File: config.mk
export PLATFORM = sky130hd
export DESIGN_NAME = dic_top
export DESIGN_NICKNAME = d
export VERILOG_FILES = /design/src/hw/dic_pkg.sv /design/src/hw/dic_top.sv
export SDC_FILE = /design/constraint.sdc
export NUM_CORES = 1
export LEC_CHECK = 0
export ABC_AREA = 1
export BUFFER_PORTS_ARGS = -buffer_cell sky130_fd_sc_hd__buf_4
export CAP_MARGIN = 25
export CORE_MARGIN = 3
export CORE_UTILIZATION = 30
export CTS_BUF_LIST = sky130_fd_sc_hd__clkbuf_8
export DETAILED_ROUTE_END_ITERATION = 10
export PLACE_DENSITY = 0.51
export SLEW_MARGIN = 20
export SYNTH_ARGS = -nofsm -noshare
export SYNTH_HDL_FRONTEND = slang
export SYNTH_SLANG_ARGS = --single-unit
File: constraint.sdc
create_clock -name i_clk -period 2.8 [get_ports i_clk]
set_clock_uncertainty 0.05 [all_clocks]
set_input_delay 0.56 -clock i_clk [delete_from_list [all_inputs] [get_ports i_clk]]
set_output_delay 0.56 -clock i_clk [all_outputs]
set_load 0.005 [all_outputs]
File: src/hw/dic_pkg.sv
/*
 * Constants and carrier types for the digital input conditioning block.
 * Assumes a single 50 MHz clock and a plain address/strobe register port.
 */
// What this block does
// - Sample every digital input once per millisecond; shorter pulses may vanish.
// - Enable bits 0..3 gate negative limit, positive limit, home, interlock.
// - Special-function enables touch only bits 0..15; level bits always produced.
// - Inversion bit n-1: 0 normally open, 1 normally closed for input n.
// - Force-enable bit n-1 replaces input n's sampled level by software value.
// - Force-value bit is the level used while its force-enable bit is set.
// - Raw-value register shows sampled levels before inversion, forcing, routing.
// - Threshold bit n-1 for inputs 1..4: 0 picks 5 V, 1 picks 24 V.
// - Bit 0 is negative limit; input 1 level in bit 16, upward.
// - Routing mode only when routing enable written 1; else fixed mapping.
// - Routing entry k drives word bit k; entry for bit 16 is at offset 0xC0.
// - Codes: 0 zero, 1..16 inputs, 41..43 Hall, 44..46 encoder, 48 network.
// - Adding 0x80 inverts the source; 0x80 is constant one.
// - Enabling routing preloads the table so inputs behave as before.
// - Interlock enabled: word bit 3 low trips the fault reaction.
// - Bits 0..15 carry special results, bits 16..31 plain levels.
package dic_pkg;

    // ------------------------------------------------------------
    // Timing
    // ------------------------------------------------------------
    localparam int CLK_HZ = 50_000_000;
    localparam int SAMPLE_PERIOD_US = 1000;
    localparam int SAMPLE_CYCLES = (CLK_HZ / 1_000_000) * SAMPLE_PERIOD_US;

    // ------------------------------------------------------------
    // Sizes and word layout
    // ------------------------------------------------------------
    localparam int N_IN = 6;
    localparam int N_THR = 4;
    localparam int N_SPECIAL = 4;
    localparam int WORD_W = 32;
    localparam int LVL_BASE = 16;
    localparam int ADDR_W = 8;
    localparam int CODE_W = 8;
    localparam int SF_INTERLOCK = 3;

    // ------------------------------------------------------------
    // Register offsets (byte addresses)
    // ------------------------------------------------------------
    localparam logic [ADDR_W-1:0] OFS_SPECIAL_EN = 8'h00;
    localparam logic [ADDR_W-1:0] OFS_INVERT = 8'h04;
    localparam logic [ADDR_W-1:0] OFS_FORCE_EN = 8'h08;
    localparam logic [ADDR_W-1:0] OFS_FORCE_VAL = 8'h0c;
    localparam logic [ADDR_W-1:0] OFS_RAW = 8'h10;
    localparam logic [ADDR_W-1:0] OFS_THRESHOLD = 8'h14;
    localparam logic [ADDR_W-1:0] OFS_ROUTE_EN = 8'h20;
    localparam logic [ADDR_W-1:0] OFS_DIGITAL_IN = 8'h24;
    localparam int TBL_SEL_BIT = 7;
    localparam int TBL_IDX_LSB = 2;
    localparam int TBL_IDX_W = 5;

    // ------------------------------------------------------------
    // Reset values
    // ------------------------------------------------------------
    localparam logic [WORD_W-1:0] RST_WORD = 32'h0000_0000;
    localparam logic [CODE_W-1:0] RST_CODE = 8'h00;

    // ------------------------------------------------------------
    // Routing source codes
    // ------------------------------------------------------------
    localparam int SRC_INV_BIT = 7;
    localparam logic [6:0] SRC_ZERO = 7'h00;
    localparam logic [6:0] SRC_IN_LAST = 7'h10;
    localparam logic [6:0] SRC_HALL_U = 7'h41;
    localparam logic [6:0] SRC_HALL_V = 7'h42;
    localparam logic [6:0] SRC_HALL_W = 7'h43;
    localparam logic [6:0] SRC_ENC_A = 7'h44;
    localparam logic [6:0] SRC_ENC_B = 7'h45;
    localparam logic [6:0] SRC_ENC_IDX = 7'h46;
    localparam logic [6:0] SRC_NET = 7'h48;

    // ------------------------------------------------------------
    // Carriers
    // ------------------------------------------------------------
    typedef struct packed {
        logic [ADDR_W-1:0] addr;
        logic [WORD_W-1:0] wdata;
        logic wr;
        logic rd;
    } dic_bus_s;

    typedef struct packed {
        logic [2:0] hall;
        logic [2:0] enc;
        logic net;
    } dic_sens_s;

endpackage : dic_pkg

File: src/hw/dic_top.sv
/*
 * Digital input conditioning: sampling, inversion, forcing,
 * special-function gating and optional source routing.
 * Assumes inputs synchronous to i_clk and a bus master that never
 * issues read and write strobes together.
 */
`timescale 1ns/10ps
module dic_top #(
    parameter int SAMPLE_CYCLES = dic_pkg::SAMPLE_CYCLES
) (
    input wire logic i_clk,
    input wire logic i_srst,
    input wire logic [dic_pkg::N_IN-1:0] i_din,
    input wire dic_pkg::dic_sens_s i_sens,
    input wire dic_pkg::dic_bus_s i_bus,
    output logic [dic_pkg::WORD_W-1:0] o_rdata,
    output logic [dic_pkg::WORD_W-1:0] o_digital_inputs,
    output logic [dic_pkg::N_THR-1:0] o_range_sel,
    output logic o_interlock_trip
);
    import dic_pkg::*;

    localparam int CNT_W = $clog2(SAMPLE_CYCLES);
    localparam logic [CNT_W-1:0] CNT_LAST = CNT_W'(SAMPLE_CYCLES - 1);

    // ------------------------------------------------------------
    // State
    // ------------------------------------------------------------
    typedef struct packed {
        logic [CNT_W-1:0] div;
        logic [N_IN-1:0] raw;
        dic_sens_s sens;
        logic [N_SPECIAL-1:0] special_en;
        logic [N_IN-1:0] invert;
        logic [N_IN-1:0] force_en;
        logic [N_IN-1:0] force_val;
        logic [N_THR-1:0] threshold;
        logic route_en;
        logic [WORD_W-1:0][CODE_W-1:0] table_code;
        logic [WORD_W-1:0] digital_in;
        logic [WORD_W-1:0] rdata;
        logic trip;
    } dic_state_s;

    dic_state_s st;
    dic_state_s next_st;

    logic [N_IN-1:0] level;
    logic [WORD_W-1:0] fixed_word;
    logic [WORD_W-1:0] routed_word;
    logic [WORD_W-1:0][CODE_W-1:0] preload;

    // ------------------------------------------------------------
    // Source decode
    // ------------------------------------------------------------
    function automatic logic src_bit(
        input logic [CODE_W-1:0] code,
        input logic [N_IN-1:0] lvl,
        input dic_sens_s sens
    );
        logic [6:0] base;
        logic val;
        base = code[6:0];
        val = 1'b0;
        if (base != SRC_ZERO && base <= SRC_IN_LAST) begin
            // Inputs beyond those fitted read as zero
            if (int'(base) <= N_IN) begin
                val = lvl[int'(base) - 1];
            end
        end else begin
            case (base)
                SRC_HALL_U: val = sens.hall[0];
                SRC_HALL_V: val = sens.hall[1];
                SRC_HALL_W: val = sens.hall[2];
                SRC_ENC_A: val = sens.enc[0];
                SRC_ENC_B: val = sens.enc[1];
                SRC_ENC_IDX: val = sens.enc[2];
                SRC_NET: val = sens.net;
                default: val = 1'b0;
            endcase
        end
        return val ^ code[SRC_INV_BIT];
    endfunction : src_bit

    // ------------------------------------------------------------
    // Per-input levels
    // ------------------------------------------------------------
    genvar gi;
    generate
        for (gi = 0; gi < N_IN; gi++) begin : g_in
            // One continuous driver per bit keeps each bit single-sourced
            assign level[gi] = st.force_en[gi] ?
                st.force_val[gi] :
                (st.raw[gi] ^ st.invert[gi]);
        end
    endgenerate

    // ------------------------------------------------------------
    // Per-bit word build
    // ------------------------------------------------------------
    genvar gb;
    generate
        for (gb = 0; gb < WORD_W; gb++) begin : g_bit
            // Entry gb decides word bit gb
            assign routed_word[gb] = src_bit(st.table_code[gb], level, st.sens);

            if (gb < N_SPECIAL && gb < N_IN) begin : g_sf
                assign fixed_word[gb] = level[gb];
                assign preload[gb] = CODE_W'(gb + 1);
            end else if (gb >= LVL_BASE && gb - LVL_BASE < N_IN) begin : g_lvl
                assign fixed_word[gb] = level[gb - LVL_BASE];
                assign preload[gb] = CODE_W'(gb - LVL_BASE + 1);
            end else begin : g_none
                assign fixed_word[gb] = 1'b0;
                assign preload[gb] = RST_CODE;
            end
        end
    endgenerate

    // ------------------------------------------------------------
    // Next state
    // ------------------------------------------------------------
    always_comb begin
        logic tick;
        logic [WORD_W-1:0] word;
        logic [TBL_IDX_W-1:0] idx;
        tick = 1'b0;
        word = '0;
        idx = '0;
        next_st = st;

        // Millisecond sample tick
        tick = (st.div == CNT_LAST);
        next_st.div = tick ? '0 : st.div + 1'b1;
        if (tick) begin
            next_st.raw = i_din;
            next_st.sens = i_sens;
        end

        // Fixed map unless routing active
        word = st.route_en ? routed_word : fixed_word;
        // Gate only the special bits; levels above stay untouched
        word[N_SPECIAL-1:0] = word[N_SPECIAL-1:0] & st.special_en;
        next_st.digital_in = word;
        next_st.trip = st.special_en[SF_INTERLOCK] & ~word[SF_INTERLOCK];

        idx = i_bus.addr[TBL_IDX_LSB +: TBL_IDX_W];

        // Register writes
        if (i_bus.wr) begin
            if (i_bus.addr[TBL_SEL_BIT]) begin
                next_st.table_code[idx] = i_bus.wdata[CODE_W-1:0];
            end else begin
                case (i_bus.addr)
                    OFS_SPECIAL_EN: next_st.special_en = i_bus.wdata[N_SPECIAL-1:0];
                    OFS_INVERT: next_st.invert = i_bus.wdata[N_IN-1:0];
                    OFS_FORCE_EN: next_st.force_en = i_bus.wdata[N_IN-1:0];
                    OFS_FORCE_VAL: next_st.force_val = i_bus.wdata[N_IN-1:0];
                    OFS_THRESHOLD: next_st.threshold = i_bus.wdata[N_THR-1:0];
                    OFS_ROUTE_EN: begin
                        next_st.route_en = i_bus.wdata[0];
                        // Preload only on entry, so a table set up earlier is
                        // lost each time routing is switched off and on again
                        if (i_bus.wdata[0] && !st.route_en) begin
                            next_st.table_code = preload;
                        end
                    end
                    default: ;
                endcase
            end
        end

        // Register reads, data one cycle later
        next_st.rdata = RST_WORD;
        if (i_bus.rd) begin
            if (i_bus.addr[TBL_SEL_BIT]) begin
                next_st.rdata = WORD_W'(st.table_code[idx]);
            end else begin
                case (i_bus.addr)
                    OFS_SPECIAL_EN: next_st.rdata = WORD_W'(st.special_en);
                    OFS_INVERT: next_st.rdata = WORD_W'(st.invert);
                    OFS_FORCE_EN: next_st.rdata = WORD_W'(st.force_en);
                    OFS_FORCE_VAL: next_st.rdata = WORD_W'(st.force_val);
                    OFS_RAW: next_st.rdata = WORD_W'(st.raw);
                    OFS_THRESHOLD: next_st.rdata = WORD_W'(st.threshold);
                    OFS_ROUTE_EN: next_st.rdata = WORD_W'(st.route_en);
                    OFS_DIGITAL_IN: next_st.rdata = st.digital_in;
                    default: next_st.rdata = RST_WORD;
                endcase
            end
        end
    end

    // ------------------------------------------------------------
    // Registers
    // ------------------------------------------------------------
    always_ff @(posedge i_clk) begin
        if (i_srst) begin
            st <= '0;
        end else begin
            st <= next_st;
        end
    end

    // ------------------------------------------------------------
    // Outputs
    // ------------------------------------------------------------
    assign o_rdata = st.rdata;
    assign o_digital_inputs = st.digital_in;
    // Drives the analog comparator reference select
    assign o_range_sel = st.threshold;
    assign o_interlock_trip = st.trip;

endmodule : dic_top

# Word-level counts from Yosys, hierarchy flattened
# Index checks and enable logic that the tools add are counted.
[word_totals] reg_bits=377 latch_bits=0 ramBits=0 rom_bits=0 in_bits=57 n_memories=0
[op_classes] n_addsub=33 mul=0 div_mod_pow=0 order_cmp=98 n_eq_ne=232 shifts=0 mux=209 n_bitwise=44 n_reduce_logical=81
[ops] operator="== test 7 bit (second input constant)" count=224
[ops] operator="two-way mux 256 bit" count=3
[ops] operator="bitwise mux 256 bit" count=1
[ops] operator="< comparator 8 x 5 -> 1 bit (second input constant)" count=32
[ops] operator="case mux 32 bit (8 select lines)" count=1
[ops] operator="subtractor 7 x 1 -> 8 bit (second input constant)" count=32
[ops] operator="less-or-equal comparator 7 x 3 -> 1 bit (second input constant)" count=32
[ops] operator="less-or-equal comparator 7 x 5 -> 1 bit (second input constant)" count=32
[ops] operator="case mux 1 bit (7 select lines)" count=32
[ops] operator="nonzero test 7 bit" count=32
[ops] operator="two-way mux 1 bit" count=134
[ops] operator="binary-select mux 1 bit (select 3 bit)" count=32
[ops] operator="binary-select mux 8 bit (select 5 bit)" count=1
[ops] operator="demux 8 bit (select 5 bit)" count=1
[ops] operator="XOR 1 bit" count=38
[ops] operator="logical AND 1 bit" count=34
[ops] operator="two-way mux 8 bit" count=3
[ops] operator="two-way mux 22 bit" count=1
[ops] operator="AND reduction 3 bit" count=7
[ops] operator="adder 16 x 1 -> 16 bit (second input constant)" count=1
[ops] operator="== test 16 bit (second input constant)" count=1
[ops] operator="== test 8 x 4 -> 1 bit (second input constant)" count=2
[ops] operator="== test 8 x 5 -> 1 bit (second input constant)" count=2
[ops] operator="== test 8 x 6 -> 1 bit (second input constant)" count=2
[ops] operator="other kinds (11)" count=17

# Depth between registers and ports, before layout
# Gate-level depths: netlist of the first run.
[depth] ltp_word=12 mapped_depth=16 mapped_depth_nobuf=16

# Worst setup path before layout of the first run
# Ideal clock, no wire load.
[synth_path] path_type="input to register" from="input port i_bus[37] (netlist bit)" to="register st[234] (netlist bit)" arrival_ns=1.927 setup_slack_ns=0.694 cell_stages=10 path_cell_list="buf_2 > nor2_1 > inv_2 > nor2_2 > nand4_1 > o21ai_2 > buf_6 > o21ai_2 > o21ai_0 > a21oi_1"
[synth_between] elab_chain_cells=6
[synth_lines] item="start, declared" line_no="dic_top.sv:15" source="input wire dic_pkg::dic_bus_s i_bus,"
[synth_lines] item="< comparator 5 x 6 -> 1 bit (not written as such) / >= comparator 5 x 1 -> 1 bit (equally long branches)" line_no="dic_top.sv:152" source="next_st.table_code[idx] = i_bus.wdata[CODE_W-1:0];"
[synth_lines] item="logical AND 1 bit (not written as such)" line_no="dic_top.sv:152"
[synth_lines] item="two-way mux 8 bit (not written as such)" line_no="dic_top.sv:152"
[synth_lines] item="demux 8 bit (select 5 bit)" line_no="dic_top.sv:152"
[synth_lines] item="bitwise mux 256 bit" line_no="dic_top.sv:152"
[synth_lines] item="two-way mux 256 bit" line_no="dic_top.sv:151" source="if (i_bus.addr[TBL_SEL_BIT]) begin"
[synth_lines] item="end signal, assigned" line_no="dic_top.sv:201" source="st <= next_st;"
[synth_lines] item="end, declared" line_no="dic_top.sv:45" source="dic_state_s st;"
# Several ways; a longest one is shown, not always the timed one.
# A chain may end at the register's enable or synchronous reset.

# Worst setup path after layout of the first run
[layout_path] from="register st[341] (netlist bit)" to="register st (netlist bit o_digital_inputs[4])"
[layout_between] elab_chain_cells=8
[layout_lines] item="XOR 1 bit" line_no="dic_top.sv:94" source="(st.raw[gi] ^ st.invert[gi]);"
[layout_lines] item="two-way mux 1 bit" line_no="dic_top.sv:92" source="assign level[gi] = st.force_en[gi] ?"
[layout_lines] item="binary-select mux 1 bit (select 3 bit)" line_no="dic_top.sv:68" source="val = lvl[int'(base) - 1];"
[layout_lines] item="two-way mux 1 bit (not written as such) (2 in a row)" line_no="dic_top.sv:68"
[layout_lines] item="two-way mux 1 bit" line_no="dic_top.sv:67" source="if (int'(base) <= N_IN) begin"
[layout_lines] item="two-way mux 1 bit" line_no="dic_top.sv:65" source="if (base != SRC_ZERO && base <= SRC_IN_LAST) begin"
[layout_lines] item="XOR 1 bit" line_no="dic_top.sv:82" source="return val ^ code[SRC_INV_BIT];"
# Every way passes these cells. The select of a mux whose other input is x is not followed.

==> results of run 1 <==
[final cells by class]
class / count / area (um^2) / share of cell area (%)
Sequential cell: 377 / 7550 / 26.2
Clock buffer: 100 / 1380 / 4.78
Inverter: 430 / 1610 / 5.61
Tap cell: 1050 / 1310 / 4.56
Antenna cell: 1 / 2.50 / 0.00869
Multi-Input combinational cell: 2707 / 14100 / 49.0
Timing Repair Buffer: 279 / 2460 / 8.56
Clock inverter: 37 / 378 / 1.31
[critical path: cells and delay by family, from the launching register on]
| family | cells | cell delay [ps] |
|---|---|---|
| simple gates | 11 | 1320 |
| compound gates | 1 | 90 |
| flops | 1 | 370 |
| buf+inv | 3 | 520 |
[cell families after synthesis]
group	count (synthesis)
simple gates	1697
flops	377
fa+ha+maj	129
xor+xnor	18
compound gates	863
buf+inv	649
[cells in the mapped netlist (9+ instances only)]
cell type	instances	area, um^2
a211oi_1	12	90.1
a21oi_1	364	1820
a22oi_1	17	128
a31oi_1	20	125
buf_2	23	115
buf_4	74	556
clkbuf_1	115	432
dfxtp_1	377	7550
ha_1	129	1610
inv_1	419	1570
nand2_1	907	3400
nand3_1	259	1300
nand4_1	100	626
nor2_1	331	1240
nor2_2	9	56.3
nor2_4	14	158
nor3_1	44	220
nor4_1	12	75.1
o2111ai_1	25	219
o211ai_1	27	203
o21ai_0	216	1080
o21ai_2	31	272
o21bai_1	9	67.6
o22ai_1	110	688
xnor2_1	11	96.3
[state kept, by name, summed over array words and instances (netlist names)]
signal and count:
o_digital_inputs 32, o_interlock_trip 1, o_range_sel 4, o_rdata 32, st 308
[placed cells by master (no fill, tap or decap), types with 6 or more instances in the layout]
cell and instances:
o21bai_1 9, nand2_1 904, nor3_1 44, bufinv_16 6, clkinv_2 10, clkbuf_8 101, xor2_1 7, o221ai_1 7
o22ai_1 110, o211ai_1 27, a21oi_1 363, o21ai_0 216, buf_12 29, nand3_1 259, a211oi_1 12, a31oi_1 20
nor2_2 10, nor4_1 12, ha_1 129, nor3b_1 6, buf_4 249, dfxtp_1 377, inv_2 8, o2111ai_1 25
nand4_1 100, nor2_1 321, o21ai_2 30, nor2_4 23, xnor2_1 11, a22oi_1 17, inv_1 429
[final timing paths]
check | start | to
max reg2reg | st[341] | o_digital_inputs[4]
min reg2reg | o_digital_inputs[20] | o_rdata[20]
max | st[341] | o_digital_inputs[4]
min | i_din[3] | st[358]
[stage by stage]
| step | util, % | std cells | setup WS, ps | instance area (um^2) | hold slack [ps] |
|---|---|---|---|---|---|
| finish | 36.1 | 4981 | 291 | 28800 | 94.6 |
| global placement | 33.9 | 4843 | 6.42 | 27000 | 385 |
| global route | 36.1 | 4981 | 143 | 28800 | 100 |
| CTS | 36.1 | 4980 | 398 | 28800 | 43.5 |
| floorplan | - | 3733 | 694 | 24300 | 368 |
| detailed placement | 33.9 | 4843 | 10.9 | 27000 | 385 |
[where the power goes]
part | switching (W) | internal (W)
Combinational | 0.000698 | 0.000272
Clock | 0.00282 | 0.00379
Sequential | 0.0000360 | 0.00540
Total | 0.00355 | 0.00946
[metal layers]
metal  global-route usage [%]  up-vias  routed length, um
li1                         -    12700                  -
met1                     33.8    12200              47000
met2                     37.5     1239              46200
met3                     3.70      233               8880
met4                     9.26        0               4370
met5                        0        -                  0
==> impl_metrics.json, run 1 <==
{
  "status": "finished, final reports clean",
  "hold_path_depth": 3,
  "slew_viol_final": 0,
  "die_h_um": 291,
  "synthArstFlopShare_pct": 0,
  "drtAntennaViolNets": 0,
  "dr_total_vias": 26400,
  "synth_mux_area_share_pct": 0,
  "first_iter_violations": 3032,
  "synth_fa_ha_area_share_pct": 6.64,
  "synth-simple-area-share_pct": 29.9,
  "start_util_pct": 30.5,
  "crit_chain": "inv_1 -> nand2_1 -> nand2_1 -> nand2_1 -> nand2_1 -> inv_1 -> buf_4 -> nand2_1 -> o211ai_1 -> nand2_1 -> nand2_1 -> nand3_1 -> nand3_1 -> nand2_1 -> nor2_1",
  "synth_edf_count": 0,
  "start_kind": "register",
  "nets": 4058,
  "ir_worst_vdd_uv": 269,
  "cellLeakagePower_nw": 10.7,
  "ys_warn_count": 0,
  "insertion_delay_ps": 700,
  "holdBufCountCts": 0,
  "cts_resized": 0,
  "vias_per_cell": 5.30,
  "maxCapViolations": 0,
  "fillCellCount": 8622,
  "cts_made_buffers": 77,
  "critPathKind": "register to register",
  "drive_above_1_share_pct": 12.6,
  "worstPathMaxFanout": 11,
  "ys.flop_type": "dfxtp_1",
  "fin_crit_ps": 2510,
  "required_ps": 3300,
  "relSlewSlack_pct": 26.1,
  "die_w_um": 291,
  "dieArea_mm2": 0.0845,
  "grt_pass1_wl_um": 157000,
  "synth-compound-area-share_pct": 20.4,
  "drc": 0,
  "rows": 103,
  "clockBufferDepth": 3,
  "synth_xor_area_share_pct": 0.649,
  "area_growth_pct": 18.5,
  "dr.pass1.iters": 6,
  "path_common_cell": "nand2_1",
  "tightestPinTransition_ps": 1110,
  "avgRoutedWirePerCell_um": 21.4,
  "tns_ps": 0,
  "slowest_stage": "dfxtp_1",
  "core-area_mm2": 0.0796,
  "tritoncts": "yes",
  "syn_area_mm2": 0.0243,
  "r2r_slack_ps": 290,
  "grt_antenna_before_repair": 3,
  "ys_seq_elements": 377,
  "syn-num-nets": 3919,
  "synth_top_family_by_area": "simple AND/OR/NAND/NOR gates",
  "cts.reportedPaths.clkPinSlew_ps": 60,
  "gp_congestion": 0.933,
  "port_buffers": 101,
  "ys_seq_area_share_pct": 31.1,
  "hold_class": "input port to register",
  "end_kind": "register",
  "reg2reg_depth": 15,
  "post_cts_buffers": 0,
  "pin_count": 126,
  "power.total_w": 0.0130,
  "critical-path-max-stage-delay_ps": 370,
  "root_buffer": "clkbuf_8",
  "synth_cells": 3733,
  "rsz0062_at_grt": "no",
  "grt_pass1_vias": 24200,
  "synth_cell_types": 50,
  "clock_sinks": 377,
  "grt_max_degree": 215,
  "hold_viol": 0,
  "finalSetupViolCount": 0,
  "syn_avg_cell_area_um2": 6.51,
  "power.density_mw_per_mm2": 452,
  "post-route-period-util_pct": 89.6,
  "cts_max_level": 3,
  "dp_hpwl_um": 72200,
  "overflow": 0,
  "groute.usage.overall_pct": 24.2,
  "crit_arrival_ps": 3010,
  "wl_um": 106000,
  "fmaxAchievable_mhz": 398
}
Note: power is estimated with default switching activity, not from simulation.
==> run 2: changes to the inputs <==
- CORE_UTILIZATION: 30 -> 50
- PLACE_DENSITY: 0.51 -> 0.73
==> run 2 against run 1 <==
Effect of this change: combinational power shrank 5.3%; non-clock buffer count shrank 31; utilization grew 21 points; clock-buffer cell count shrank 21; register-to-register slack gained 120 ps; final cell count shrank 9.8%; design area shrank 4.6%; routed wire length shrank 11%; via count grew 1.6%; die area shrank 39%; critical path type unchanged; critical endpoint is now o_digital_inputs[17]; largest cell class unchanged; highest routed layer unchanged.
==> impl_metrics.json, run 2 (synthesis gave the netlist of run 1 again) <==
{
  "overflow": 0,
  "avgRoutedWirePerCell_um": 21.0,
  "core-area_mm2": 0.0478,
  "r2r_slack_ps": 410,
  "die_w_um": 226,
  "gp_congestion": 1.03,
  "grt_pass1_wl_um": 140000,
  "clockBufferDepth": 3,
  "ir_worst_vdd_uv": 277,
  "start_util_pct": 50.8,
  "hold_path_depth": 3,
  "power.total_w": 0.0116,
  "path_common_cell": "nand2_1",
  "fillCellCount": 4643,
  "largest_register_ffs": 308,
  "drive_above_1_share_pct": 11.3,
  "crit_chain": "inv_1 -> nand2_1 -> nand2_1 -> nand2_1 -> nand2_1 -> inv_1 -> buf_4 -> o21ai_0 -> a21oi_1 -> nand2_1 -> nand3_1 -> nand2_1 -> nor2_1 -> nor2_1",
  "dp_hpwl_um": 64300,
  "pin_count": 126,
  "finalSetupViolCount": 0,
  "grt_pass1_vias": 23600,
  "cellLeakagePower_nw": 10.3,
  "groute.usage.overall_pct": 35.6,
  "crit_path_start": "st[343]",
  "nets": 4018,
  "tns_ps": 0,
  "wl_um": 94500,
  "root_buffer": "clkbuf_8",
  "grt_antenna_before_repair": 1,
  "worstPathMaxFanout": 8,
  "insertion_delay_ps": 690,
  "port_buffers": 101,
  "slowest_stage": "inv_1",
  "drtAntennaViolNets": 0,
  "dr.pass1.iters": 7,
  "required_ps": 3280,
  "worst-path-buf-inv": 3,
  "clock_sinks": 377,
  "cts_resized": 0,
  "crit_arrival_ps": 2870,
  "slew_viol_final": 0,
  "rr_startpoint": "st[343]",
  "drc": 0,
  "top_register": "st",
  "critical-path-max-stage-delay_ps": 500,
  "cts.reportedPaths.clkPinSlew_ps": 50,
  "fmaxAchievable_mhz": 419,
  "fin_crit_ps": 2390,
  "first_iter_violations": 4035,
  "maxCapViolations": 0,
  "grt_max_degree": 145,
  "tritoncts": "yes",
  "vias_per_cell": 5.97,
  "r2r-end": "o_digital_inputs[17]",
  "cts_max_level": 3,
  "critPathKind": "register to register",
  "dr_total_vias": 26800,
  "power.density_mw_per_mm2": 423,
  "critPathTopFamily": "buffers and inverters",
  "status": "finished, final reports clean",
  "post_cts_buffers": 0,
  "dieArea_mm2": 0.0513,
  "relSlewSlack_pct": 42.2,
  "hold_class": "input port to register",
  "holdBufCountCts": 0,
  "tightestPinTransition_ps": 867,
  "area_growth_pct": 13.0,
  "start_kind": "register",
  "cts_made_buffers": 68,
  "rsz0062_at_grt": "no",
  "rows": 80,
  "seqCellArea_mm2": 0.00755,
  "worst-path-stages": 14,
  "hold_viol": 0,
  "die_h_um": 226,
  "crit_end": "o_digital_inputs[17]",
  "post-route-period-util_pct": 85.3,
  "reg2reg_depth": 14,
  "multi_input_area_mm2": 0.0141,
  "end_kind": "register",
  "final_cell_mix": "nand2_1 (904), inv_1 (434), dfxtp_1 (377)",
  "final_common_cell": "nand2_1"
}
==> run 2: changes by cell type in the layout (fill, tap and decap cells not counted), sizes merged, moves of 3 or more <==
cell / previous run / this run
clkbuf: 101 / 80
bufinv: 6 / 2
clkinv: 18 / 14
inv: 440 / 447
buf: 278 / 247
diode: 1 / 4
==> run 2: area by class of cell <==
type | instances | area share (%)
flip-flops and latches | 377 | 27.5
clock buffers | 79 | 3.96
well taps | 615 | 2.80
repair buffers | 248 | 7.71
inverters | 430 | 5.88
multi-input cells | 2707 | 51.3
clock inverters | 34 | 0.838
diodes | 4 | 0.0364
==> run 2: worst min-delay path, stage by stage <==
cell and delay (ps):
buf_4 80, o21ai_0 70, a21oi_1 100
==> run 2: worst min-delay path by stage <==
stage | startpoint | end | slack (ps)
after detailed placement | o_digital_inputs[29] | o_rdata[29] | 390
after floorplan | st[361] | st[361] | 370
after global routing | i_din[5] | st[360] | 150
final | i_din[5] | st[360] | 130
after CTS | i_din[5] | st[360] | 90
after global placement | o_digital_inputs[13] | o_rdata[13] | 380
==> run 2: stage by stage <==
step	utilization (%)	cell area, um^2	worst slack, ps	hold WS (ps)	instances
6_report	57.4	27500	412	128	4494
5_1_grt	57.4	27500	281	151	4490
4_1_cts	57.4	27500	480	88.4	4490
3_5_place_dp	54.6	26100	159	386	4377
3_3_place_gp	54.6	26100	184	380	4377
2_1_floorplan	-	24300	694	368	3733
==> run 2: power by group <==
part | switching [W] | internal, W
registers | 0.0000353 | 0.00539
clock network | 0.00251 | 0.00277
logic | 0.000667 | 0.000250
total | 0.00322 | 0.00842
==> run 2: routing by layer <==
metal	part of all wire [%]	GRT usage (%)	vias to the layer above
met4	6.3	21.3	0
met5	0	0	-
met3	12	6.78	374
li1	-	-	12600
met1	39	47.1	12200
met2	43	54.1	1628
